==> src/rff_pkg.sv <==
// Shared constants, types and helpers of the receive frame type filter.
// Assumes an APB slave with 12-bit byte addresses and 32-bit data.
package rff_pkg;
    localparam int unsigned ADDR_W = 12;
    localparam logic [11:0] SYS_CFG_OFF = 12'h004;
    localparam logic [11:0] NODE_ADDR_OFF = 12'h008;
    localparam logic [11:0] RX_STATUS_OFF = 12'h00c;
    localparam logic [11:0] RX_COUNT_OFF = 12'h010;
    localparam int unsigned CFG_W = 9;
    localparam int unsigned CFG_EN = 0;
    localparam int unsigned CFG_COORD = 1;
    localparam int unsigned CFG_BCN = 2;
    localparam int unsigned CFG_DATA = 3;
    localparam int unsigned CFG_ACK = 4;
    localparam int unsigned CFG_CMD = 5;
    localparam int unsigned CFG_RES = 6;
    localparam int unsigned CFG_T4 = 7;
    localparam int unsigned CFG_T5 = 8;
    localparam logic [8:0] SYS_CFG_RST = 9'h000;
    localparam logic [15:0] NET_ID_RST = 16'hffff;
    localparam logic [15:0] SHORT_ADDR_RST = 16'hffff;
    localparam logic [15:0] BCAST = 16'hffff;
    localparam logic [2:0] FT_BEACON = 3'h0;
    localparam logic [2:0] FT_DATA = 3'h1;
    localparam logic [2:0] FT_ACK = 3'h2;
    localparam logic [2:0] FT_CMD = 3'h3;
    localparam logic [2:0] FT_RES4 = 3'h4;
    localparam logic [2:0] FT_RES5 = 3'h5;
    localparam int unsigned FCF_PANC = 6;
    localparam int unsigned FCF_DM = 10;
    localparam int unsigned FCF_SM = 14;
    localparam logic [1:0] AM_NONE = 2'h0;
    localparam logic [1:0] AM_SHORT = 2'h2;
    localparam logic [1:0] AM_LONG = 2'h3;
    localparam logic [7:0] HDR_FIXED = 8'h03;
    localparam logic [7:0] FCS_LEN = 8'h02;
    localparam logic [7:0] PAN_LEN = 8'h02;
    localparam logic [7:0] SHORT_LEN = 8'h02;
    localparam logic [7:0] LONG_LEN = 8'h08;
    localparam logic [7:0] DST_PAN_POS = 8'h03;
    localparam logic [7:0] DST_ADDR_POS = 8'h05;
    localparam logic [1:0] WHY_NONE = 2'h0;
    localparam logic [1:0] WHY_TYPE = 2'h1;
    localparam logic [1:0] WHY_ADDR = 2'h2;
    localparam logic [1:0] WHY_LEN = 2'h3;

    typedef enum logic {ST_WAIT, ST_JUDGE} rff_judge_t;

    // Octets taken by an address of the given addressing mode.
    function automatic logic [7:0] addr_len(input logic [1:0] mode);
        addr_len = (mode == AM_SHORT) ? SHORT_LEN : (mode == AM_LONG) ? LONG_LEN : 8'h00;
    endfunction : addr_len

    // Position of the source network identifier within the frame.
    function automatic logic [7:0] src_pan_pos(input logic [15:0] fcf);
        src_pan_pos = HDR_FIXED;
        if (fcf[FCF_DM+1]) begin
            src_pan_pos = HDR_FIXED + PAN_LEN + addr_len(fcf[FCF_DM+:2]);
        end
    endfunction : src_pan_pos
endpackage : rff_pkg

==> src/rff_frame_filter.sv <==
// Receive frame type filter: APB registers, header capture and accept decision.
// Assumes the octet stream is produced on pclk by the demodulator, so it is
// not synchronised, and an APB master that follows the usual two-phase protocol.
// Verdicts appear as pulses two edges after the final octet of a frame.
`timescale 1ns/1ps
`default_nettype none

// Functional notes
// Coordinator behaviour only acts while the master filter enable is set.
// Coordinator accepts a frame without destination if source network id matches.
// Ordinary node rejects a frame whose destination address is not its own.
// Coordinator-select bit one gives coordinator rules, zero gives ordinary node rules.
// Beacon frames pass only with the beacon allow bit and the other checks.
// Data frames pass only with the data allow bit and the other checks.
// Acknowledgment frames pass only with the ack allow bit and other checks.
// Command frames pass only with the command allow bit and other checks.
// Reserved-types allow accepts types four to seven without address matching.
// Without reserved allow, reserved types drop unless type four or five allowed.
// Every filtered frame shorter than its frame control minimum length is rejected.
// Type-four allow accepts type four frames without address matching.
// Type four frames drop when neither type-four nor reserved allow is set.
// Known types also need every address check to pass.
// The master enable turns all type and address filtering on or off.
// Network identifier and short address reset to all ones.
// Type-five allow accepts type five; else dropped unless reserved allowed.
// A frame failing any check is discarded, not reported as good.
// Software programs addresses and options before setting the master enable.
module rff_frame_filter #(
    parameter int unsigned LEN_W = 11,
    parameter int unsigned CNT_W = 16
) (
    input wire logic pclk,
    input wire logic presetn,
    input wire logic psel,
    input wire logic penable,
    input wire logic pwrite,
    input wire logic [rff_pkg::ADDR_W-1:0] paddr,
    input wire logic [31:0] pwdata,
    input wire logic [3:0] pstrb,
    output logic [31:0] prdata,
    output logic pready,
    output logic pslverr,
    input wire logic rx_valid,
    input wire logic [7:0] rx_data,
    input wire logic rx_last,
    output logic rx_good,
    output logic rx_drop,
    output logic [1:0] rx_drop_why
);
    import rff_pkg::*;

    // Shortest frame, checksum included, that the frame control field allows.
    function automatic logic [7:0] min_len(input logic [15:0] ctl);
        logic src_id_in;
        src_id_in = ctl[FCF_SM+1] && !(ctl[FCF_PANC] && ctl[FCF_DM+1]);
        min_len = src_pan_pos(ctl) + (src_id_in ? PAN_LEN : 8'h00) + addr_len(ctl[FCF_SM+:2]) + FCS_LEN;
    endfunction : min_len

    // Byte-lane merge of APB write data under the strobes.
    function automatic logic [31:0] merge(input logic [31:0] old, input logic [31:0] wd, input logic [3:0] st);
        merge = old;
        for (int i = 0; i < 4; i++) begin
            if (st[i]) begin
                merge[8*i+:8] = wd[8*i+:8];
            end
        end
    endfunction : merge

    typedef struct packed {
        logic [CFG_W-1:0] cfg;
        logic [15:0] net_id;
        logic [15:0] short_addr;
        logic pready;
        logic pslverr;
        logic [31:0] prdata;
        rff_judge_t state;
        logic seen;
        logic last_ok;
        logic [2:0] last_type;
        logic [1:0] last_why;
        logic [LEN_W-1:0] last_len;
        logic [CNT_W-1:0] good_cnt;
        logic [CNT_W-1:0] drop_cnt;
        logic good;
        logic drop;
        logic [1:0] why;
    } rff_state_t;

    rff_state_t s_q;
    rff_state_t s_d;

    logic [15:0] fcf;
    logic [15:0] dst_pan;
    logic [15:0] dst_short;
    logic [15:0] src_pan;
    logic [LEN_W-1:0] count;

    // Header capture runs beside the decision logic on the same octets.
    rff_hdr_parse #(
        .LEN_W(LEN_W)
    ) u_parse (
        .pclk(pclk),
        .presetn(presetn),
        .rx_valid(rx_valid),
        .rx_data(rx_data),
        .rx_last(rx_last),
        .fcf(fcf),
        .dst_pan(dst_pan),
        .dst_short(dst_short),
        .src_pan(src_pan),
        .count(count)
    );

    // Decoded view of the captured header.
    logic [2:0] ftype;
    logic [1:0] dmode;
    logic [1:0] smode;
    logic [15:0] src_pan_eff;
    logic filt_on;
    logic coord;
    logic len_ok;
    logic pan_ok;
    logic short_ok;
    logic addr_ok;
    logic type_ok;
    logic accept;
    logic [1:0] why;

    assign ftype = fcf[2:0];
    assign dmode = fcf[FCF_DM+:2];
    assign smode = fcf[FCF_SM+:2];

    // With compression the source network id is carried by the destination field.
    assign src_pan_eff = (fcf[FCF_PANC] && dmode[1]) ? dst_pan : src_pan;

    // Filtering as a whole, and coordinator behaviour inside it.
    assign filt_on = s_q.cfg[CFG_EN];
    assign coord = filt_on && s_q.cfg[CFG_COORD];

    // Minimum length comes from the frame control field for every type.
    assign len_ok = count >= LEN_W'(min_len(fcf));

    // Destination matches the own identifiers or the broadcast value.
    assign pan_ok = (dst_pan == s_q.net_id) || (dst_pan == BCAST);
    assign short_ok = (dst_short == s_q.short_addr) || (dst_short == BCAST);

    // Address checks for the four known frame types.
    always_comb begin
        // Long destination addresses never match; none is held here.
        addr_ok = 1'b0;

        if (dmode == AM_SHORT) begin
            // Both destination fields must be our own or broadcast.
            addr_ok = pan_ok && short_ok;
        end else if (dmode == AM_NONE) begin
            // An acknowledgment without addresses needs no further check.
            if (ftype == FT_ACK && smode == AM_NONE) begin
                addr_ok = 1'b1;
            end else if (coord) begin
                // A coordinator takes frames from inside its own network.
                addr_ok = smode[1] && (src_pan_eff == s_q.net_id);
            end else if (ftype == FT_BEACON) begin
                // A node hears its network's beacons, or every beacon while unassigned.
                addr_ok = (src_pan_eff == s_q.net_id) || (s_q.net_id == BCAST);
            end
        end
    end

    // Type gate: known types also need addresses, reserved types skip them.
    always_comb begin
        type_ok = 1'b0;
        unique case (ftype)
            FT_BEACON: begin
                type_ok = s_q.cfg[CFG_BCN];
            end
            FT_DATA: begin
                type_ok = s_q.cfg[CFG_DATA];
            end
            FT_ACK: begin
                type_ok = s_q.cfg[CFG_ACK];
            end
            FT_CMD: begin
                type_ok = s_q.cfg[CFG_CMD];
            end
            FT_RES4: begin
                type_ok = s_q.cfg[CFG_T4] || s_q.cfg[CFG_RES];
            end
            FT_RES5: begin
                type_ok = s_q.cfg[CFG_T5] || s_q.cfg[CFG_RES];
            end
            default: begin
                type_ok = s_q.cfg[CFG_RES];
            end
        endcase
    end

    // Final verdict and the first failing check, in type, address, length order.
    always_comb begin
        accept = 1'b1;
        why = WHY_NONE;

        // With filtering off every frame is good, whatever its length.
        if (filt_on) begin
            if (!type_ok) begin
                accept = 1'b0;
                why = WHY_TYPE;
            end else if (!ftype[2] && !addr_ok) begin
                accept = 1'b0;
                why = WHY_ADDR;
            end else if (!len_ok) begin
                accept = 1'b0;
                why = WHY_LEN;
            end
        end
    end

    // APB decode of the setup phase.
    logic setup;
    logic wr_now;
    logic hit;
    logic [31:0] rd_val;
    logic [31:0] cfg_word;
    logic [31:0] addr_word;
    logic [31:0] status_word;
    logic [31:0] count_word;

    assign setup = psel && !penable;
    // A write lands at the access edge, and only when no error was answered.
    assign wr_now = psel && penable && s_q.pready && pwrite && !s_q.pslverr;
    assign cfg_word = {{(32-CFG_W){1'b0}}, s_q.cfg};
    assign addr_word = {s_q.net_id, s_q.short_addr};

    // Last verdict: valid, accepted, type, reason, and the frame length.
    always_comb begin
        status_word = '0;
        status_word[0] = s_q.seen;
        status_word[1] = s_q.last_ok;
        status_word[4:2] = s_q.last_type;
        status_word[6:5] = s_q.last_why;
        status_word[16+:LEN_W] = s_q.last_len;
    end

    assign count_word = {s_q.drop_cnt, s_q.good_cnt};

    // Read multiplexer; unmapped or misaligned addresses answer with an error.
    always_comb begin
        hit = 1'b1;
        rd_val = '0;
        unique case (paddr)
            SYS_CFG_OFF: begin
                rd_val = cfg_word;
            end
            NODE_ADDR_OFF: begin
                rd_val = addr_word;
            end
            RX_STATUS_OFF: begin
                rd_val = status_word;
            end
            RX_COUNT_OFF: begin
                rd_val = count_word;
            end
            default: begin
                hit = 1'b0;
            end
        endcase
    end

    // Next state of registers, bus answer and frame judge.
    always_comb begin
        s_d = s_q;
        s_d.good = 1'b0;
        s_d.drop = 1'b0;

        // Answer is prepared in setup and presented in the first access cycle.
        s_d.pready = setup;
        // An error answer also keeps the access that follows from writing.
        s_d.pslverr = setup && !hit;
        if (setup) begin
            s_d.prdata = pwrite ? 32'h0000_0000 : rd_val;
        end

        // Writes take effect at the access edge; status and counts are read only.
        if (wr_now) begin
            if (paddr == SYS_CFG_OFF) begin
                s_d.cfg = CFG_W'(merge(cfg_word, pwdata, pstrb));
            end
            if (paddr == NODE_ADDR_OFF) begin
                {s_d.net_id, s_d.short_addr} = merge(addr_word, pwdata, pstrb);
            end
        end

        // The frame is judged in the cycle after its last octet.
        unique case (s_q.state)
            ST_WAIT: begin
                if (rx_valid && rx_last) begin
                    s_d.state = ST_JUDGE;
                end
            end
            ST_JUDGE: begin
                // Status and reason hold this verdict until the next one.
                s_d.seen = 1'b1;
                s_d.last_ok = accept;
                s_d.last_type = ftype;
                s_d.last_why = why;
                s_d.last_len = count;
                s_d.why = why;

                if (accept) begin
                    s_d.good = 1'b1;
                    s_d.good_cnt = s_q.good_cnt + CNT_W'(1);
                end else begin
                    s_d.drop = 1'b1;
                    s_d.drop_cnt = s_q.drop_cnt + CNT_W'(1);
                end

                // A frame ending right now is judged in the next cycle too.
                if (!(rx_valid && rx_last)) begin
                    s_d.state = ST_WAIT;
                end
            end
        endcase
    end

    // State register; identifiers come out of reset as all ones.
    always_ff @(posedge pclk or negedge presetn) begin
        if (!presetn) begin
            s_q <= '0;
            s_q.cfg <= SYS_CFG_RST;
            s_q.net_id <= NET_ID_RST;
            s_q.short_addr <= SHORT_ADDR_RST;
            s_q.state <= ST_WAIT;
        end else begin
            s_q <= s_d;
        end
    end

    // Outputs straight from the state register.
    assign prdata = s_q.prdata;
    assign pready = s_q.pready;
    assign pslverr = s_q.pslverr;
    assign rx_good = s_q.good;
    assign rx_drop = s_q.drop;
    assign rx_drop_why = s_q.why;
endmodule : rff_frame_filter
`default_nettype wire

==> src/rff_hdr_parse.sv <==
// Header field capture for the receive frame type filter.
// Assumes one octet per rx_valid cycle on pclk, rx_last on the final octet.
`timescale 1ns/1ps
`default_nettype none
module rff_hdr_parse #(
    parameter int unsigned LEN_W = 11
) (
    input wire logic pclk,
    input wire logic presetn,
    input wire logic rx_valid,
    input wire logic [7:0] rx_data,
    input wire logic rx_last,
    output logic [15:0] fcf,
    output logic [15:0] dst_pan,
    output logic [15:0] dst_short,
    output logic [15:0] src_pan,
    output logic [LEN_W-1:0] count
);
    import rff_pkg::*;

    typedef struct packed {
        logic [15:0] fcf;
        logic [15:0] dst_pan;
        logic [15:0] dst_short;
        logic [15:0] src_pan;
        logic [LEN_W-1:0] count;
        logic done;
    } rff_parse_t;

    rff_parse_t s_q;
    rff_parse_t s_d;
    logic [LEN_W-1:0] idx;
    logic [LEN_W-1:0] sp;

    // Each octet lands in the field its position selects; a new frame restarts at zero.
    always_comb begin
        s_d = s_q;
        idx = s_q.done ? '0 : s_q.count;
        sp = LEN_W'(src_pan_pos(s_q.fcf));
        if (rx_valid) begin
            if (idx == '0) begin
                s_d = '0;
                s_d.fcf[7:0] = rx_data;
            end
            if (idx == LEN_W'(1)) s_d.fcf[15:8] = rx_data;
            if (idx == LEN_W'(DST_PAN_POS)) s_d.dst_pan[7:0] = rx_data;
            if (idx == LEN_W'(DST_PAN_POS) + LEN_W'(1)) s_d.dst_pan[15:8] = rx_data;
            if (idx == LEN_W'(DST_ADDR_POS)) s_d.dst_short[7:0] = rx_data;
            if (idx == LEN_W'(DST_ADDR_POS) + LEN_W'(1)) s_d.dst_short[15:8] = rx_data;
            if (idx == sp) s_d.src_pan[7:0] = rx_data;
            if (idx == sp + LEN_W'(1)) s_d.src_pan[15:8] = rx_data;
            s_d.count = (&idx) ? idx : idx + LEN_W'(1);
            s_d.done = rx_last;
        end
    end

    // State register.
    always_ff @(posedge pclk or negedge presetn) begin
        if (!presetn) begin
            s_q <= '{done: 1'b1, default: '0};
        end else begin
            s_q <= s_d;
        end
    end

    assign fcf = s_q.fcf;
    assign dst_pan = s_q.dst_pan;
    assign dst_short = s_q.dst_short;
    assign src_pan = s_q.src_pan;
    assign count = s_q.count;
endmodule : rff_hdr_parse
`default_nettype wire

==> config.mk <==
export PLATFORM = sky130hd
export DESIGN_NAME = rff_frame_filter
export DESIGN_NICKNAME = d
export VERILOG_FILES = /design/src/rff_pkg.sv /design/src/rff_frame_filter.sv /design/src/rff_hdr_parse.sv
export SDC_FILE = /design/constraint.sdc
export NUM_CORES = 1
export LEC_CHECK = 0
export BUFFER_PORTS_ARGS = -buffer_cell sky130_fd_sc_hd__buf_4
export CORE_ASPECT_RATIO = 0.5
export CORE_MARGIN = 5
export CORE_UTILIZATION = 29
export CTS_CLUSTER_DIAMETER = 60
export DETAILED_ROUTE_END_ITERATION = 10
export GPL_ROUTABILITY_DRIVEN = 0
export PLACE_DENSITY = 0.53
export SETUP_SLACK_MARGIN = 0.3
export SKIP_LAST_GASP = 1
export SLEW_MARGIN = 10
export SYNTH_ARGS = -nofsm -noshare
export SYNTH_HDL_FRONTEND = slang
export SYNTH_SLANG_ARGS = --single-unit
==> constraint.sdc <==
create_clock -name pclk -period 3.21 [get_ports pclk]
set_input_delay 0.642 -clock pclk [delete_from_list [all_inputs] [get_ports pclk]]
set_output_delay 0.642 -clock pclk [all_outputs]
set_load 0.02 [all_outputs]
==> run metrics <==
outcome=complete, but fails checks; violated checks=setup timing; setup TNS=-2.29 ns; fin area=0.0123 mm^2; Final Slew Violations=0; initial DRC count=621; Routed Antenna Nets=0; Hold Crit Class=in -> async; combinational group share of total power=25.4%; clock root cell=clkbuf_16; Post-Synthesis Cells=987; DRC=0; Yosys warning count=0; Yosys cell types=69; number of flops mapped to enable cells by yosys=0; HPWL after DPL=21900 um; path type of the worst setup path=reg -> reg; Die Wd=272 um; MaxCap Viol Count=0; grt total ovfl=0; final worst slack=-0.174 ns; Final Critical Period=3.38 ns; Overall Power=6.88 mW; CTS tree=built; Via Count=7792; period utilization=105%; CP max stage delay=0.39 ns; commonest non-fill, non-tap cell in the layout=dfrtp_1; crit-path max FO=5; critical path arrival=3.71 ns; cell count after placement=1494; final count of hold timing violations=0; largest net degree at the start of global routing=77; peak supply drop=0.497 mV; CP Data Required Time=3.53 ns; Die Footprint=0.0384 mm^2; initial antenna violation count=1; I/O Buffers=100; post-place setup slack=-0.183 ns; CP Launch Type=register; clock power share=31.4%; H-tree depth=4; Total GRT Usage=15.5%; first-pass detailed-route iteration total=5; Die Height=141 um; drt total wl=29900 um; Layout Cells excl Fill=1542; clock skew=0.0111 ns; crit path max-delay cell type=dfrtp_1; Ports=101; routed len/inst=19.4 um; Synth Register Bits=196; Avg Cell Area, Syn=10.1 um^2; switching share of power=31.4%; # setup viols final=28; first-pass GRT wire length=46800 um; Pwr per Cell Area=560 mW/mm^2; clk_lat worst skew=0.45 ns; internal power=4.71 mW; Achievable Freq=296 MHz; Clock Path Buffers=2; RSZ-0062 raised after global routing=yes; Starting Density=29.2%; num rows=48; most frequent cells in the layout=dfrtp_1 (162), nand2_1 (158), buf_4 (134); worst-path cell chain=nand2_2 -> nand2_2 -> ha_4 -> inv_4 -> buf_6 -> buf_6 -> a31oi_4 -> xor2_1 -> ha_1 -> a211o_1 -> a211oi_4 -> nor2_1 -> a211oi_2 -> buf_4 -> buf_8 -> buf_6 -> nor3_4 -> xor2_1; Via-to-Cell Ratio=5.05; vias in the first global route=7789; Synth Flop Type=dfrtp_1; Final #Nets=1156; register area share after synthesis=49.6%; Synth Net Count=1065; clock sinks=196; Slew @ Worst Pin=1.06 ns; CTS Hold Bufs=0; Reg clk slew, reported paths=0.07 ns; Worst slew margin=29.5%; CORE AREA=0.0342 mm^2; Post-Syn Area=0.00996 mm^2; switching pwr=2.16 mW; Post-synth ARST share=100%; Post-DP Area=0.0112 mm^2; area delta synth->final=23.1%; Critical Path End Type=register; Seq pwr share=43.2%; CTS Buf Count=17; CP dominant cell by count=buf_6; Pleak=5.49 nW; layout cells sized above 1=30.3%
==> registers in the layout, indices dropped and copies added, names as in the netlist <==
signal / cells
s_q: 17
u_parse.dst_pan: 16
rx_drop: 1
pready: 1
pslverr: 1
rx_drop_why: 2
u_parse.s_q: 1
u_parse.dst_short: 16
prdata: 32
u_parse.fcf: 8
rx_good: 1
u_parse.count: 11
u_parse.src_pan: 16
addr_word: 32
cfg_word: 9
count_word: 32
==> worst paths after layout <==
kind	start	cells past startpoint	to	slack, ns
max	u_parse.fcf[11]$_DFFE_PN0P_	18	count_word[13]$_DFFE_PN0P_	-0.17
min	presetn	1	prdata[0]$_DFFE_PN0P_	0.23
max reg2reg	u_parse.fcf[11]$_DFFE_PN0P_	18	count_word[13]$_DFFE_PN0P_	-0.17
min reg2reg	count_word[15]$_DFFE_PN0P_	1	count_word[15]$_DFFE_PN0P_	0.48
max in group asynchronous	presetn	2	addr_word[25]$_DFFE_PN1P_	2.15
min in group pclk	pwdata[22]	3	addr_word[22]$_DFFE_PN1P_	0.40
==> per-layer routing <==
layer	wire length, um	GRT usage, %	vias to the layer above
met2	14400	25.2	157
met3	1050	2.50	28
met1	13800	21.7	3989
li1	-	-	3618
met5	0	0	-
met4	562	4.21	0
==> cells in the mapped netlist, types with 2 or more instances <==
library cell  instances  area share, %
a22o_1               20            1.8
nand2b_1              5           0.31
nand2_1             164            6.2
ha_1                 15            1.9
a21oi_1              21            1.1
a211o_1               2           0.18
nor4_1               12           0.75
o31ai_1               3           0.23
clkbuf_1             32            1.2
and2_1                7           0.44
nor2b_1               4           0.25
and3_1               19            1.2
inv_1                24           0.90
buf_4                35            2.6
a21o_1                5           0.38
nand3_1              23            1.2
xnor2_1              48            4.2
o21a_1                2           0.15
o21bai_1              2           0.15
nor4b_1               3           0.26
o32ai_1               2           0.18
nor3_2                3           0.30
buf_1                 4           0.15
a222oi_1              3           0.30
xor2_1               24            2.1
o2bb2ai_1             2           0.18
and4_1                4           0.35
o22ai_1               4           0.25
nor2_1               47            1.8
a221oi_1              7           0.62
a31oi_1               5           0.31
nor3_1               11           0.55
dfstp_2              33            8.7
a22oi_1              12           0.90
mux2_2               55            6.2
mux2i_1              14            1.4
buf_2                 9           0.45
dfrtp_1             163             41
or2_2                 2           0.13
o211a_1               2           0.20
nor3b_1               2           0.15
nand4_1              24            1.5
o21ai_0              83            4.2
==> power groups by stage <==
stage	registers [mW]	clock network, mW	logic (mW)
CTS	2.96	2.21	1.54
global placement	2.99	0	1.38
global route	3.00	2.31	1.92
finish	2.97	2.16	1.75
floorplan	2.93	0	0.910
detailed placement	3.00	0	1.41
==> what timing repair did <==
item | in CTS | in global routing
pin swaps | 19 | 27
setup endpoints to repair | 36 | 37
resized for setup | 28 | 42
buffers inserted | 8 | 4
gates cloned | 3 | 0
==> stage by stage <==
step | utilization [%] | hold WS (ns)
detailed placement | 32.7 | 0.455
floorplan | - | 0.346
global route | 35.9 | 0.278
CTS | 35.2 | 0.254
global placement | 32.7 | 0.455
finish | 35.9 | 0.225
==> worst max-delay path: cells and delay by family (launching register included) <==
family                   cells  cell delay (ns)
AO/OA/AOI/OAI                4             1.03
XOR/XNOR                     2             0.35
buffers and inverters        6             0.67
adder cells (fa/ha/maj)      2             0.52
flip-flops                   1             0.39
AND/OR/NAND/NOR              4             0.29
==> area by class of cell <==
type,instances,area [um^2]
clock inverter,11,114
tap,450,563
sequential,196,4950
clock buffer,21,470
fill,3364,21900
timing repair buffer,155,1330
multi-input combinational,683,4740
inverter,25,98.8
antenna,1,2.50
==> logic make-up after synthesis <==
kind of cell	Yosys count	share of synthesized area, %
and+or+nand+nor	337	16.1
DFF	196	49.6
AOI/OAI and AO/OA	189	12.5
buffers and inverters	108	5.69
xor gates and xnor gates	72	6.33
muxes	70	7.89
adders and majority gates	15	1.88
Note: power is estimated with default switching activity, not from simulation.
